`config.mk`:
```
export PLATFORM = sky130hd
export DESIGN_NAME = triple_timer_event_counter
export DESIGN_NICKNAME = d
export VERILOG_FILES = /design/src/hdl/tmr_pkg.sv /design/src/hdl/triple_timer_event_counter.sv
export SDC_FILE = /design/constraint.sdc
export NUM_CORES = 1
export LEC_CHECK = 0
export ABC_CLOCK_PERIOD_IN_PS = 4000
export BUFFER_PORTS_ARGS = -buffer_cell sky130_fd_sc_hd__buf_2
export CAP_MARGIN = 20
export CORE_MARGIN = 5
export CORE_UTILIZATION = 40
export DETAILED_ROUTE_END_ITERATION = 7
export PLACE_DENSITY_LB_ADDON = 0.05
export SYNTH_ARGS = -nofsm -noshare
export SYNTH_HDL_FRONTEND = slang
export SYNTH_SLANG_ARGS = --single-unit
```
`constraint.sdc`:
```
create_clock -name core_clk_i -period 4 [get_ports core_clk_i]
set_input_delay 0.8 -clock core_clk_i [delete_from_list [all_inputs] [get_ports core_clk_i]]
set_output_delay 0.8 -clock core_clk_i [all_outputs]
set_load 0.02 [all_outputs]
```
`src/hdl/tmr_pkg.sv`:
```
// Package of constants and types for the triple timer/event counter block
package tmr_pkg;

  // ----------------------------------------------------------------
  // Register indices (byte address is four times the index)
  // ----------------------------------------------------------------
  localparam logic [7:0] IDX_CNT0_HI = 8'h0C;
  localparam logic [7:0] IDX_CNT0_LO = 8'h0D;
  localparam logic [7:0] IDX_CNT0_CTL = 8'h0E;
  localparam logic [7:0] IDX_CNT1_HI = 8'h0F;
  localparam logic [7:0] IDX_CNT1_LO = 8'h10;
  localparam logic [7:0] IDX_CNT1_CTL = 8'h11;
  localparam logic [7:0] IDX_CNT2_VAL = 8'h2C;
  localparam logic [7:0] IDX_CNT2_CTL = 8'h2D;
  localparam logic [7:0] IDX_IRQ_FLAGS = 8'h30;
  localparam logic [7:0] IDX_IRQ_ENABLE = 8'h31;
  localparam logic [7:0] IDX_PFD_CFG = 8'h32;

  // ----------------------------------------------------------------
  // Control register fields
  // ----------------------------------------------------------------
  localparam int MODE_HI = 7;
  localparam int MODE_LO = 6;
  localparam int CLK_SEL_BIT = 5;
  localparam int RUN_BIT = 4;
  localparam int EDGE_BIT = 3;
  localparam int PSC_HI = 2;
  localparam int PSC_LO = 0;
  localparam logic [7:0] CTL_RESET = 8'h08;
  localparam logic [7:0] CTL_WMASK [0:2] = '{8'hDF, 8'hF8, 8'hDF};

  localparam logic [1:0] MODE_EVENT = 2'h1;
  localparam logic [1:0] MODE_TIMER = 2'h2;
  localparam logic [1:0] MODE_PULSE = 2'h3;

  // FREQ_DIVIDER_OUT configuration register fields
  localparam int PFD_EN_BIT = 0;
  localparam int PFD_SRC_BIT = 1;

  // ----------------------------------------------------------------
  // Counter limits and prescaler
  // ----------------------------------------------------------------
  localparam logic [15:0] CNT_MAX [0:2] = '{16'hFFFF, 16'hFFFF, 16'h00FF};
  localparam logic [15:0] CNT_RESET = 16'h0000;
  localparam int PSC_W = 7;
  localparam logic [PSC_W-1:0] PSC_RESET = 7'h00;
  localparam logic [1:0] DIV4_MASK = 2'h3;

  // AXI responses
  localparam logic [1:0] RESP_OKAY = 2'h0;
  localparam logic [1:0] RESP_SLVERR = 2'h2;

  typedef enum logic [3:0] {
    RID_NONE = 4'h0,
    RID_C0_HI = 4'h1,
    RID_C0_LO = 4'h2,
    RID_C0_CTL = 4'h3,
    RID_C1_HI = 4'h4,
    RID_C1_LO = 4'h5,
    RID_C1_CTL = 4'h6,
    RID_C2_VAL = 4'h7,
    RID_C2_CTL = 4'h8,
    RID_FLAGS = 4'h9,
    RID_ENABLE = 4'hA,
    RID_PFD = 4'hB
  } reg_id_t;

  localparam reg_id_t HI_IDS [0:2] = '{RID_C0_HI, RID_C1_HI, RID_C2_VAL};
  localparam reg_id_t LO_IDS [0:1] = '{RID_C0_LO, RID_C1_LO};
  localparam reg_id_t CTL_IDS [0:2] = '{RID_C0_CTL, RID_C1_CTL, RID_C2_CTL};

endpackage : tmr_pkg

```
`src/hdl/triple_timer_event_counter.sv`:
```
// Three timer/event counters behind an AXI4-Lite register slave
`timescale 1ns/1ps
`default_nettype none

module triple_timer_event_counter
  import tmr_pkg::*;
#(
  parameter int ADDR_W = 8
)
(
  input wire logic core_clk_i,
  input wire logic rst_i,
  // AXI4-Lite slave
  input wire logic [ADDR_W-1:0] s_axi_awaddr_i,
  input wire logic s_axi_awvalid_i,
  output logic s_axi_awready_o,
  input wire logic [31:0] s_axi_wdata_i,
  input wire logic [3:0] s_axi_wstrb_i,
  input wire logic s_axi_wvalid_i,
  output logic s_axi_wready_o,
  output logic [1:0] s_axi_bresp_o,
  output logic s_axi_bvalid_o,
  input wire logic s_axi_bready_i,
  input wire logic [ADDR_W-1:0] s_axi_araddr_i,
  input wire logic s_axi_arvalid_i,
  output logic s_axi_arready_o,
  output logic [31:0] s_axi_rdata_o,
  output logic [1:0] s_axi_rresp_o,
  output logic s_axi_rvalid_o,
  input wire logic s_axi_rready_i,
  // Link side
  input wire logic [2:0] event_input_i,
  input wire logic rtc_osc_i,
  output logic freq_divider_out_o,
  output logic [2:0] irq_o,
  output logic wake_o,
  output logic [PSC_W-1:0] pwm_count_o
);

  // ----------------------------------------------------------------
  // Address decode
  // ----------------------------------------------------------------
  function automatic reg_id_t reg_id(input logic [ADDR_W-1:0] addr);
    logic [7:0] idx;
    idx = 8'(addr[ADDR_W-1:2]);
    unique case (idx)
      IDX_CNT0_HI: reg_id = RID_C0_HI;
      IDX_CNT0_LO: reg_id = RID_C0_LO;
      IDX_CNT0_CTL: reg_id = RID_C0_CTL;
      IDX_CNT1_HI: reg_id = RID_C1_HI;
      IDX_CNT1_LO: reg_id = RID_C1_LO;
      IDX_CNT1_CTL: reg_id = RID_C1_CTL;
      IDX_CNT2_VAL: reg_id = RID_C2_VAL;
      IDX_CNT2_CTL: reg_id = RID_C2_CTL;
      IDX_IRQ_FLAGS: reg_id = RID_FLAGS;
      IDX_IRQ_ENABLE: reg_id = RID_ENABLE;
      IDX_PFD_CFG: reg_id = RID_PFD;
      default: reg_id = RID_NONE;
    endcase
  endfunction : reg_id

  // Tick of a 2**sel divider taken from the shared prescaler
  function automatic logic psc_tick(input logic [PSC_W-1:0] cnt,
                                    input logic [2:0] sel);
    logic [PSC_W:0] span;
    span = (8'h01 << sel) - 8'h01;
    psc_tick = &(cnt | ~span[PSC_W-1:0]);
  endfunction : psc_tick

  // ----------------------------------------------------------------
  // AXI write channel
  // ----------------------------------------------------------------
  logic aw_have_ff;
  logic w_have_ff;
  logic [ADDR_W-1:0] awaddr_ff;
  logic [7:0] wbyte_ff;
  logic wlane0_ff;
  logic awready_ff;
  logic wready_ff;
  logic bvalid_ff;
  logic [1:0] bresp_ff;
  logic do_wr;
  reg_id_t wid;
  logic nxt_aw_have;
  logic nxt_w_have;

  assign do_wr = aw_have_ff & w_have_ff & ~bvalid_ff;
  assign wid = reg_id(awaddr_ff);

  always_comb
  begin
    nxt_aw_have = (aw_have_ff | (s_axi_awvalid_i & awready_ff)) & ~do_wr;
    nxt_w_have = (w_have_ff | (s_axi_wvalid_i & wready_ff)) & ~do_wr;
  end

  always_ff @(posedge core_clk_i)
  begin
    if (rst_i)
    begin
      aw_have_ff <= 1'b0;
      w_have_ff <= 1'b0;
      awready_ff <= 1'b0;
      wready_ff <= 1'b0;
      awaddr_ff <= '0;
      wbyte_ff <= 8'h00;
      wlane0_ff <= 1'b0;
    end
    else
    begin
      aw_have_ff <= nxt_aw_have;
      w_have_ff <= nxt_w_have;
      awready_ff <= ~nxt_aw_have;
      wready_ff <= ~nxt_w_have;
      if (s_axi_awvalid_i & awready_ff)
        awaddr_ff <= s_axi_awaddr_i;
      if (s_axi_wvalid_i & wready_ff)
      begin
        wbyte_ff <= s_axi_wdata_i[7:0];
        wlane0_ff <= s_axi_wstrb_i[0];
      end
    end
  end

  always_ff @(posedge core_clk_i)
  begin
    if (rst_i)
    begin
      bvalid_ff <= 1'b0;
      bresp_ff <= RESP_OKAY;
    end
    else if (do_wr)
    begin
      bvalid_ff <= 1'b1;
      bresp_ff <= (wid == RID_NONE) ? RESP_SLVERR : RESP_OKAY;
    end
    else if (s_axi_bready_i)
      bvalid_ff <= 1'b0;
  end

  // Only byte lane 0 carries register data
  logic wr_ok;
  assign wr_ok = do_wr & wlane0_ff;

  // ----------------------------------------------------------------
  // AXI read channel
  // ----------------------------------------------------------------
  logic arready_ff;
  logic rvalid_ff;
  logic [7:0] rbyte_ff;
  logic [1:0] rresp_ff;
  logic rd_acc;
  reg_id_t rid;
  logic [7:0] rd_mux;

  assign rd_acc = s_axi_arvalid_i & arready_ff;
  assign rid = reg_id(s_axi_araddr_i);

  // ----------------------------------------------------------------
  // Shared state
  // ----------------------------------------------------------------
  logic [15:0] cnt_ff [0:2];
  logic [15:0] preload_ff [0:2];
  logic [7:0] ctl_ff [0:2];
  logic [7:0] lobuf_ff [0:1];
  logic [2:0] flag_ff;
  logic [2:0] irq_en_ff;
  logic [1:0] pfd_cfg_ff;
  logic [PSC_W-1:0] psc_ff;
  logic [2:0] ev_q_ff;
  logic rtc_q_ff;
  logic [2:0] int_tick;
  logic [2:0] ovf;
  logic [2:0] hw_clr_run;

  always_ff @(posedge core_clk_i)
  begin
    if (rst_i)
      psc_ff <= PSC_RESET;
    else
      psc_ff <= psc_ff + 1'b1;
  end

  always_ff @(posedge core_clk_i)
  begin
    if (rst_i)
    begin
      ev_q_ff <= 3'h0;
      rtc_q_ff <= 1'b0;
    end
    else
    begin
      ev_q_ff <= event_input_i;
      rtc_q_ff <= rtc_osc_i;
    end
  end

  assign int_tick[0] = psc_tick(psc_ff, ctl_ff[0][PSC_HI:PSC_LO]);
  assign int_tick[1] = ctl_ff[1][CLK_SEL_BIT] ? (rtc_osc_i & ~rtc_q_ff)
                       : (&(psc_ff[1:0] | ~DIV4_MASK));
  assign int_tick[2] = psc_tick(psc_ff, ctl_ff[2][PSC_HI:PSC_LO]);

  // ----------------------------------------------------------------
  // Counters
  // ----------------------------------------------------------------
  for (genvar i = 0; i < 3; i++)
  begin : g_cnt
    logic [1:0] mode;
    logic run;
    logic edge_sel;
    logic rise;
    logic fall;
    logic start_edge;
    logic stop_edge;
    logic inc;
    logic rd_blk;
    logic wr_hi;
    logic meas_ff;

    assign mode = ctl_ff[i][MODE_HI:MODE_LO];
    assign run = ctl_ff[i][RUN_BIT];
    assign edge_sel = ctl_ff[i][EDGE_BIT];
    assign rise = event_input_i[i] & ~ev_q_ff[i];
    assign fall = ~event_input_i[i] & ev_q_ff[i];
    assign start_edge = edge_sel ? rise : fall;
    assign stop_edge = edge_sel ? fall : rise;
    // A read of this counter's value registers (high or low byte, not control) holds its clock
    assign rd_blk = rd_acc & ((rid == HI_IDS[i]) ||
                    (i < 2 && rid == LO_IDS[i < 2 ? i : 0]));
    assign wr_hi = wr_ok & (wid == HI_IDS[i]);

    always_comb
    begin
      unique case (mode)
        MODE_EVENT: inc = edge_sel ? fall : rise;
        MODE_TIMER: inc = int_tick[i];
        MODE_PULSE: inc = meas_ff & int_tick[i];
        default: inc = 1'b0;
      endcase
      inc = inc & run & ~rd_blk;
    end

    assign ovf[i] = inc & (cnt_ff[i] == CNT_MAX[i]);
    assign hw_clr_run[i] = run & (mode == MODE_PULSE) & meas_ff
                           & stop_edge;

    // Single shot: the run bit is gone after the stop edge
    always_ff @(posedge core_clk_i)
    begin
      if (rst_i)
        meas_ff <= 1'b0;
      else if (~run || mode != MODE_PULSE)
        meas_ff <= 1'b0;
      else if (meas_ff & stop_edge)
        meas_ff <= 1'b0;
      else if (~meas_ff & start_edge)
        meas_ff <= 1'b1;
    end

    always_ff @(posedge core_clk_i)
    begin
      if (rst_i)
        preload_ff[i] <= CNT_RESET;
      else if (wr_hi)
      begin
        if (i < 2)
          preload_ff[i] <= {wbyte_ff, lobuf_ff[i < 2 ? i : 0]};
        else
          preload_ff[i] <= {8'h00, wbyte_ff};
      end
    end

    always_ff @(posedge core_clk_i)
    begin
      if (rst_i)
        cnt_ff[i] <= CNT_RESET;
      else if (wr_hi & ~run)
      begin
        if (i < 2)
          cnt_ff[i] <= {wbyte_ff, lobuf_ff[i < 2 ? i : 0]};
        else
          cnt_ff[i] <= {8'h00, wbyte_ff};
      end
      else if (ovf[i])
        cnt_ff[i] <= preload_ff[i];
      else if (inc)
        cnt_ff[i] <= cnt_ff[i] + 16'h0001;
    end

    // Software write wins over the automatic clear of the run bit
    always_ff @(posedge core_clk_i)
    begin
      if (rst_i)
        ctl_ff[i] <= CTL_RESET;
      else if (wr_ok & (wid == CTL_IDS[i]))
        ctl_ff[i] <= wbyte_ff & CTL_WMASK[i];
      else if (hw_clr_run[i])
        ctl_ff[i][RUN_BIT] <= 1'b0;
    end

    if (i < 2)
    begin : g_lobuf
      always_ff @(posedge core_clk_i)
      begin
        if (rst_i)
          lobuf_ff[i] <= 8'h00;
        else if (rd_acc & (rid == HI_IDS[i]))
          lobuf_ff[i] <= cnt_ff[i][7:0];
        else if (wr_ok & (wid == LO_IDS[i]))
          lobuf_ff[i] <= wbyte_ff;
      end
    end
  end

  // ----------------------------------------------------------------
  // Flags, interrupt, wake-up and divider output
  // ----------------------------------------------------------------
  // Flags clear by writing one; an overflow in that cycle keeps the flag
  always_ff @(posedge core_clk_i)
  begin
    if (rst_i)
      flag_ff <= 3'h0;
    else if (wr_ok & (wid == RID_FLAGS))
      flag_ff <= (flag_ff & ~wbyte_ff[2:0]) | ovf;
    else
      flag_ff <= flag_ff | ovf;
  end

  always_ff @(posedge core_clk_i)
  begin
    if (rst_i)
    begin
      irq_en_ff <= 3'h0;
      pfd_cfg_ff <= 2'h0;
    end
    else
    begin
      if (wr_ok & (wid == RID_ENABLE))
        irq_en_ff <= wbyte_ff[2:0];
      if (wr_ok & (wid == RID_PFD))
        pfd_cfg_ff <= wbyte_ff[1:0];
    end
  end

  logic [2:0] irq_ff;
  logic wake_ff;
  logic pfd_ff;

  always_ff @(posedge core_clk_i)
  begin
    if (rst_i)
    begin
      irq_ff <= 3'h0;
      wake_ff <= 1'b0;
    end
    else
    begin
      irq_ff <= flag_ff & irq_en_ff;
      wake_ff <= |ovf;
    end
  end

  // Held low while disabled, so it restarts from a known phase
  always_ff @(posedge core_clk_i)
  begin
    if (rst_i)
      pfd_ff <= 1'b0;
    else if (~pfd_cfg_ff[PFD_EN_BIT])
      pfd_ff <= 1'b0;
    else if (ovf[pfd_cfg_ff[PFD_SRC_BIT] ? 1 : 0])
      pfd_ff <= ~pfd_ff;
  end

  // ----------------------------------------------------------------
  // Read data
  // ----------------------------------------------------------------
  always_comb
  begin
    unique case (rid)
      RID_C0_HI: rd_mux = cnt_ff[0][15:8];
      RID_C0_LO: rd_mux = lobuf_ff[0];
      RID_C0_CTL: rd_mux = ctl_ff[0];
      RID_C1_HI: rd_mux = cnt_ff[1][15:8];
      RID_C1_LO: rd_mux = lobuf_ff[1];
      RID_C1_CTL: rd_mux = ctl_ff[1];
      RID_C2_VAL: rd_mux = cnt_ff[2][7:0];
      RID_C2_CTL: rd_mux = ctl_ff[2];
      RID_FLAGS: rd_mux = {5'h00, flag_ff};
      RID_ENABLE: rd_mux = {5'h00, irq_en_ff};
      RID_PFD: rd_mux = {6'h00, pfd_cfg_ff};
      default: rd_mux = 8'h00;
    endcase
  end

  always_ff @(posedge core_clk_i)
  begin
    if (rst_i)
    begin
      arready_ff <= 1'b0;
      rvalid_ff <= 1'b0;
      rbyte_ff <= 8'h00;
      rresp_ff <= RESP_OKAY;
    end
    else if (rd_acc)
    begin
      arready_ff <= 1'b0;
      rvalid_ff <= 1'b1;
      rbyte_ff <= rd_mux;
      rresp_ff <= (rid == RID_NONE) ? RESP_SLVERR : RESP_OKAY;
    end
    else if (rvalid_ff)
    begin
      if (s_axi_rready_i)
      begin
        rvalid_ff <= 1'b0;
        arready_ff <= 1'b1;
      end
    end
    else
      arready_ff <= 1'b1;
  end

  // ----------------------------------------------------------------
  // Outputs
  // ----------------------------------------------------------------
  assign s_axi_awready_o = awready_ff;
  assign s_axi_wready_o = wready_ff;
  assign s_axi_bvalid_o = bvalid_ff;
  assign s_axi_bresp_o = bresp_ff;
  assign s_axi_arready_o = arready_ff;
  assign s_axi_rvalid_o = rvalid_ff;
  assign s_axi_rresp_o = rresp_ff;
  assign s_axi_rdata_o = {24'h000000, rbyte_ff};
  assign freq_divider_out_o = pfd_ff;
  assign irq_o = irq_ff;
  assign wake_o = wake_ff;
  assign pwm_count_o = psc_ff;

endmodule : triple_timer_event_counter

`default_nettype wire

```
==> results.toml <==
[outcome]
status = "completed"

[clocking]
cts-htree-levels = 4
cts_setup_buffers = 0
root_buffer = "clkbuf_16"
cts_buffer_depth = 2
ctsHoldBuffers = 0
postCtsResizedCells = 0
cts.sinks = 182
clkLatencyLatePin_ns = 0.43
cts_buffers = 17
cts_tree = "done"
cts.clk_slew.worst_paths_ns = 0.07

[worst_setup_path]
slowest_delay_ns = 0.82
slowest_stage = "nor2_1"
crit_required_ns = 4.15
arrival_ns = 3.64
cp-end-kind = "flop"
critPathLaunchType = "input pin"
crit_path_cell_trace = "buf_2 > or3b_1 > o22ai_1 > nand2_1 > ha_1 > and3_1 > o211ai_1 > o31ai_1 > a21oi_2 > nand3_1 > nor2_1 > a22oi_1"
path_max_fanout = 13
critPathKind = "in -> reg"

[timing]
finalSetupViolCount = 0
fin_crit_sh = 0.872
slew-limit-headroom = 0.304
fin_hold_ws_ns = 0.445
hold_viol = 0
maxSlewViolCount = 0
fmax_mhz = 287
max_slew.worst_pin.slew_ns = 1.04
finalWorstSetupSlack_ns = 0.512
clock_skew_ns = 0.0105
rsz0062_at_grt = "false"
setup_tns_ns = 0
fin_crit_ns = 3.49

[synth]
synth.distinct_cells = 80
yosys_register_bits = 182
synth_ff_type = "edfxtp_1"
yosys.area.top_type = "edfxtp_1"
synth_top_cells_by_area = "edfxtp_1 (37%), dfxtp_1 (12%), nand2_1 (5.0%), a22oi_1 (3.5%), nor2_1 (2.6%)"
synth-edff-count = 123
yosysTopAreaCellShare = 0.370
synth_area_per_cell_um2 = 9.66
yosysWarnings = 0
synth_cells = 1035
syn_area_um2 = 9990
postSynth.asyncResetShare = 0
yosysSeqAreaShare = 0.488

[power_and_ir_drop]
powerDensity_nw_per_um2 = 379
p_seq_frac = 0.507
p_clk_frac = 0.422
power_frac_comb = 0.071
netSwitchingFraction = 0.246
power_leakage_nw = 3.94
max-vdd-ir-drop_mv = 0.267
p_int_mw = 3.22
switchingPower_mw = 1.05

[final_layout]
fin_cells = 1429
num_antenna_cells = 0
nFillCells = 2365
syn_to_final_growth_pct = 12.6
drive_above_1_share = 0.138
fin_nets = 1163

[global_route]
grt.overflow.total = 0
grt_start_max_net_pins = 31
antenna_found_initial = 1
grt_pass1_vias = 7631
grtUsageTotal = 0.213
grt_pass1_wl_um = 46700

[job]
maxCapViolCount = 0

[placed_design]
place_hpwl_um = 21900
dp.cells = 1397
portBuffers = 58
gp_congestion = 0.918
dp_slack_ns = 0.138

[routing]
drtAntennaViolNets = 0
wl_per_cell_um = 21.3
routed_wl_um = 30400
via_per_inst = 5.69
drcViolationCount = 0
drt_iter0_markers = 746
vias = 8128
dr.pass1.iters = 5

[floorplan]
die_w_um = 168
start_util = 0.409
fp.dieArea_um2 = 28200
ios = 116
die_h_um = 168
core_area_um2 = 24500
row_count = 57

[worst_hold_path]
hold_path_class = "reg -> reg"
-- placed cells by master (no fill, tap or decap), types with 31 or more instances in the layout --
master    count
o21ai_0      39
buf_4        38
a22oi_1      46
a21oi_1      51
buf_2        57
nand3_1      31
nand2_1     133
dfxtp_1      59
nor3_1       35
nor2_1       69
edfxtp_1    123
-- layer usage --
layer / wire length (µm) / track usage / up-vias / share of wire
met5: 11 / 0 / - / 0.00036
met3: 2220 / 0.0431 / 30 / 0.073
li1: - / - / 3923 / -
met2: 13500 / 0.327 / 278 / 0.44
met4: 473 / 0.0487 / 2 / 0.016
met1: 14200 / 0.311 / 3895 / 0.47
-- logic make-up (layout without fill, tap and decap cells) --
| group | after synthesis | count (layout) | share of synthesized area |
|---|---|---|---|
| simple gates | 429 | 429 | 0.221 |
| compound gates | 255 | 255 | 0.182 |
| flops | 182 | 182 | 0.488 |
| buf+inv | 112 | 157 | 0.0562 |
| xor+xnor | 44 | 44 | 0.0386 |
| fa+ha+maj | 9 | 9 | 0.0110 |
| mux | 3 | 3 | 0.00301 |
| other cells | 1 | 26 | 0.000375 |
-- critical path, delay by kind of cell --
kind | cells | cell delay [ns]
and+or+nand+nor | 5 | 1.68
AOI/OAI and AO/OA | 5 | 0.80
adders and majority gates | 1 | 0.22
buffers and inverters | 1 | 0.13
-- sequential cells by signal, summed over array words and instances (netlist names), 2 cells and up --
| name | flops |
|---|---|
| ctl_ff | 19 |
| wbyte_ff | 8 |
| rbyte_ff | 8 |
| preload_ff | 40 |
| cnt_ff | 48 |
| flag_ff | 3 |
| g_cnt.meas_ff | 3 |
| irq_en_ff | 3 |
| pwm_count_o | 7 |
| irq_o | 3 |
| awaddr_ff | 6 |
| ev_q_ff | 3 |
| pfd_cfg_ff | 2 |
| lobuf_ff | 16 |
-- path summary, 6_finish.rpt --
path,from,end,slack [ns],depth (start not counted)
max,s_axi_araddr_i[4],cnt_ff[1][0]$_DFFE_PP_,0.51,12
min,rbyte_ff[1]$_SDFFE_PP0P_,rbyte_ff[1]$_SDFFE_PP0P_,0.45,2
max reg2reg,ctl_ff[0][1]$_SDFFCE_PN0P_,cnt_ff[0][0]$_DFFE_PP_,0.83,11
min reg2reg,rbyte_ff[1]$_SDFFE_PP0P_,rbyte_ff[1]$_SDFFE_PP0P_,0.45,2
-- Yosys cell counts (4+ instances only) --
| master | instances |
|---|---|
| a2111oi_2 | 8 |
| a211oi_1 | 6 |
| a21boi_0 | 4 |
| a21oi_1 | 51 |
| a221oi_1 | 11 |
| a22o_1 | 17 |
| a22oi_1 | 46 |
| a31o_2 | 5 |
| a31oi_1 | 5 |
| a32oi_1 | 5 |
| and2_1 | 28 |
| and3_1 | 18 |
| and4_1 | 4 |
| buf_1 | 10 |
| buf_2 | 17 |
| buf_4 | 28 |
| clkbuf_1 | 26 |
| dfxtp_1 | 59 |
| edfxtp_1 | 123 |
| ha_1 | 8 |
| inv_1 | 28 |
| nand2_1 | 133 |
| nand2b_1 | 19 |
| nand3_1 | 31 |
| nand3b_1 | 5 |
| nand4_1 | 11 |
| nor2_1 | 69 |
| nor2b_1 | 15 |
| nor3_1 | 35 |
| nor4_1 | 26 |
| nor4b_1 | 4 |
| o211ai_1 | 6 |
| o21ai_0 | 40 |
| o21bai_1 | 12 |
| o22ai_1 | 8 |
| or3_1 | 5 |
| xnor2_1 | 26 |
| xor2_1 | 18 |
-- per-stage QoR --
step                      power, mW   util  cell area, µm²
after detailed placement       2.50  0.435           10600
after global routing           4.41  0.460           11300
final                          4.26  0.460           11300
after CTS                      4.29  0.460           11300
after global placement         2.50  0.435           10600
after floorplan                2.38      -           10100
-- cell type report --
class | count | area (µm²) | area share
flip-flops and latches | 182 | 4870 | 0.433
clock inverters | 13 | 178 | 0.0158
multi-input cells | 766 | 4660 | 0.414
well taps | 324 | 405 | 0.0360
inverters | 29 | 109 | 0.00967
repair buffers | 96 | 591 | 0.0525
clock buffers | 19 | 433 | 0.0385
-- power by group through the flow --
| stage | clock (mW) | sequential, mW | combinational [mW] |
|---|---|---|---|
| floorplan | 0 | 2.16 | 0.223 |
| global placement | 0 | 2.20 | 0.300 |
| detailed placement | 0 | 2.20 | 0.301 |
| CTS | 1.83 | 2.16 | 0.302 |
| global route | 1.91 | 2.17 | 0.331 |
| finish | 1.80 | 2.16 | 0.302 |
(Power assumes the default switching activity.)
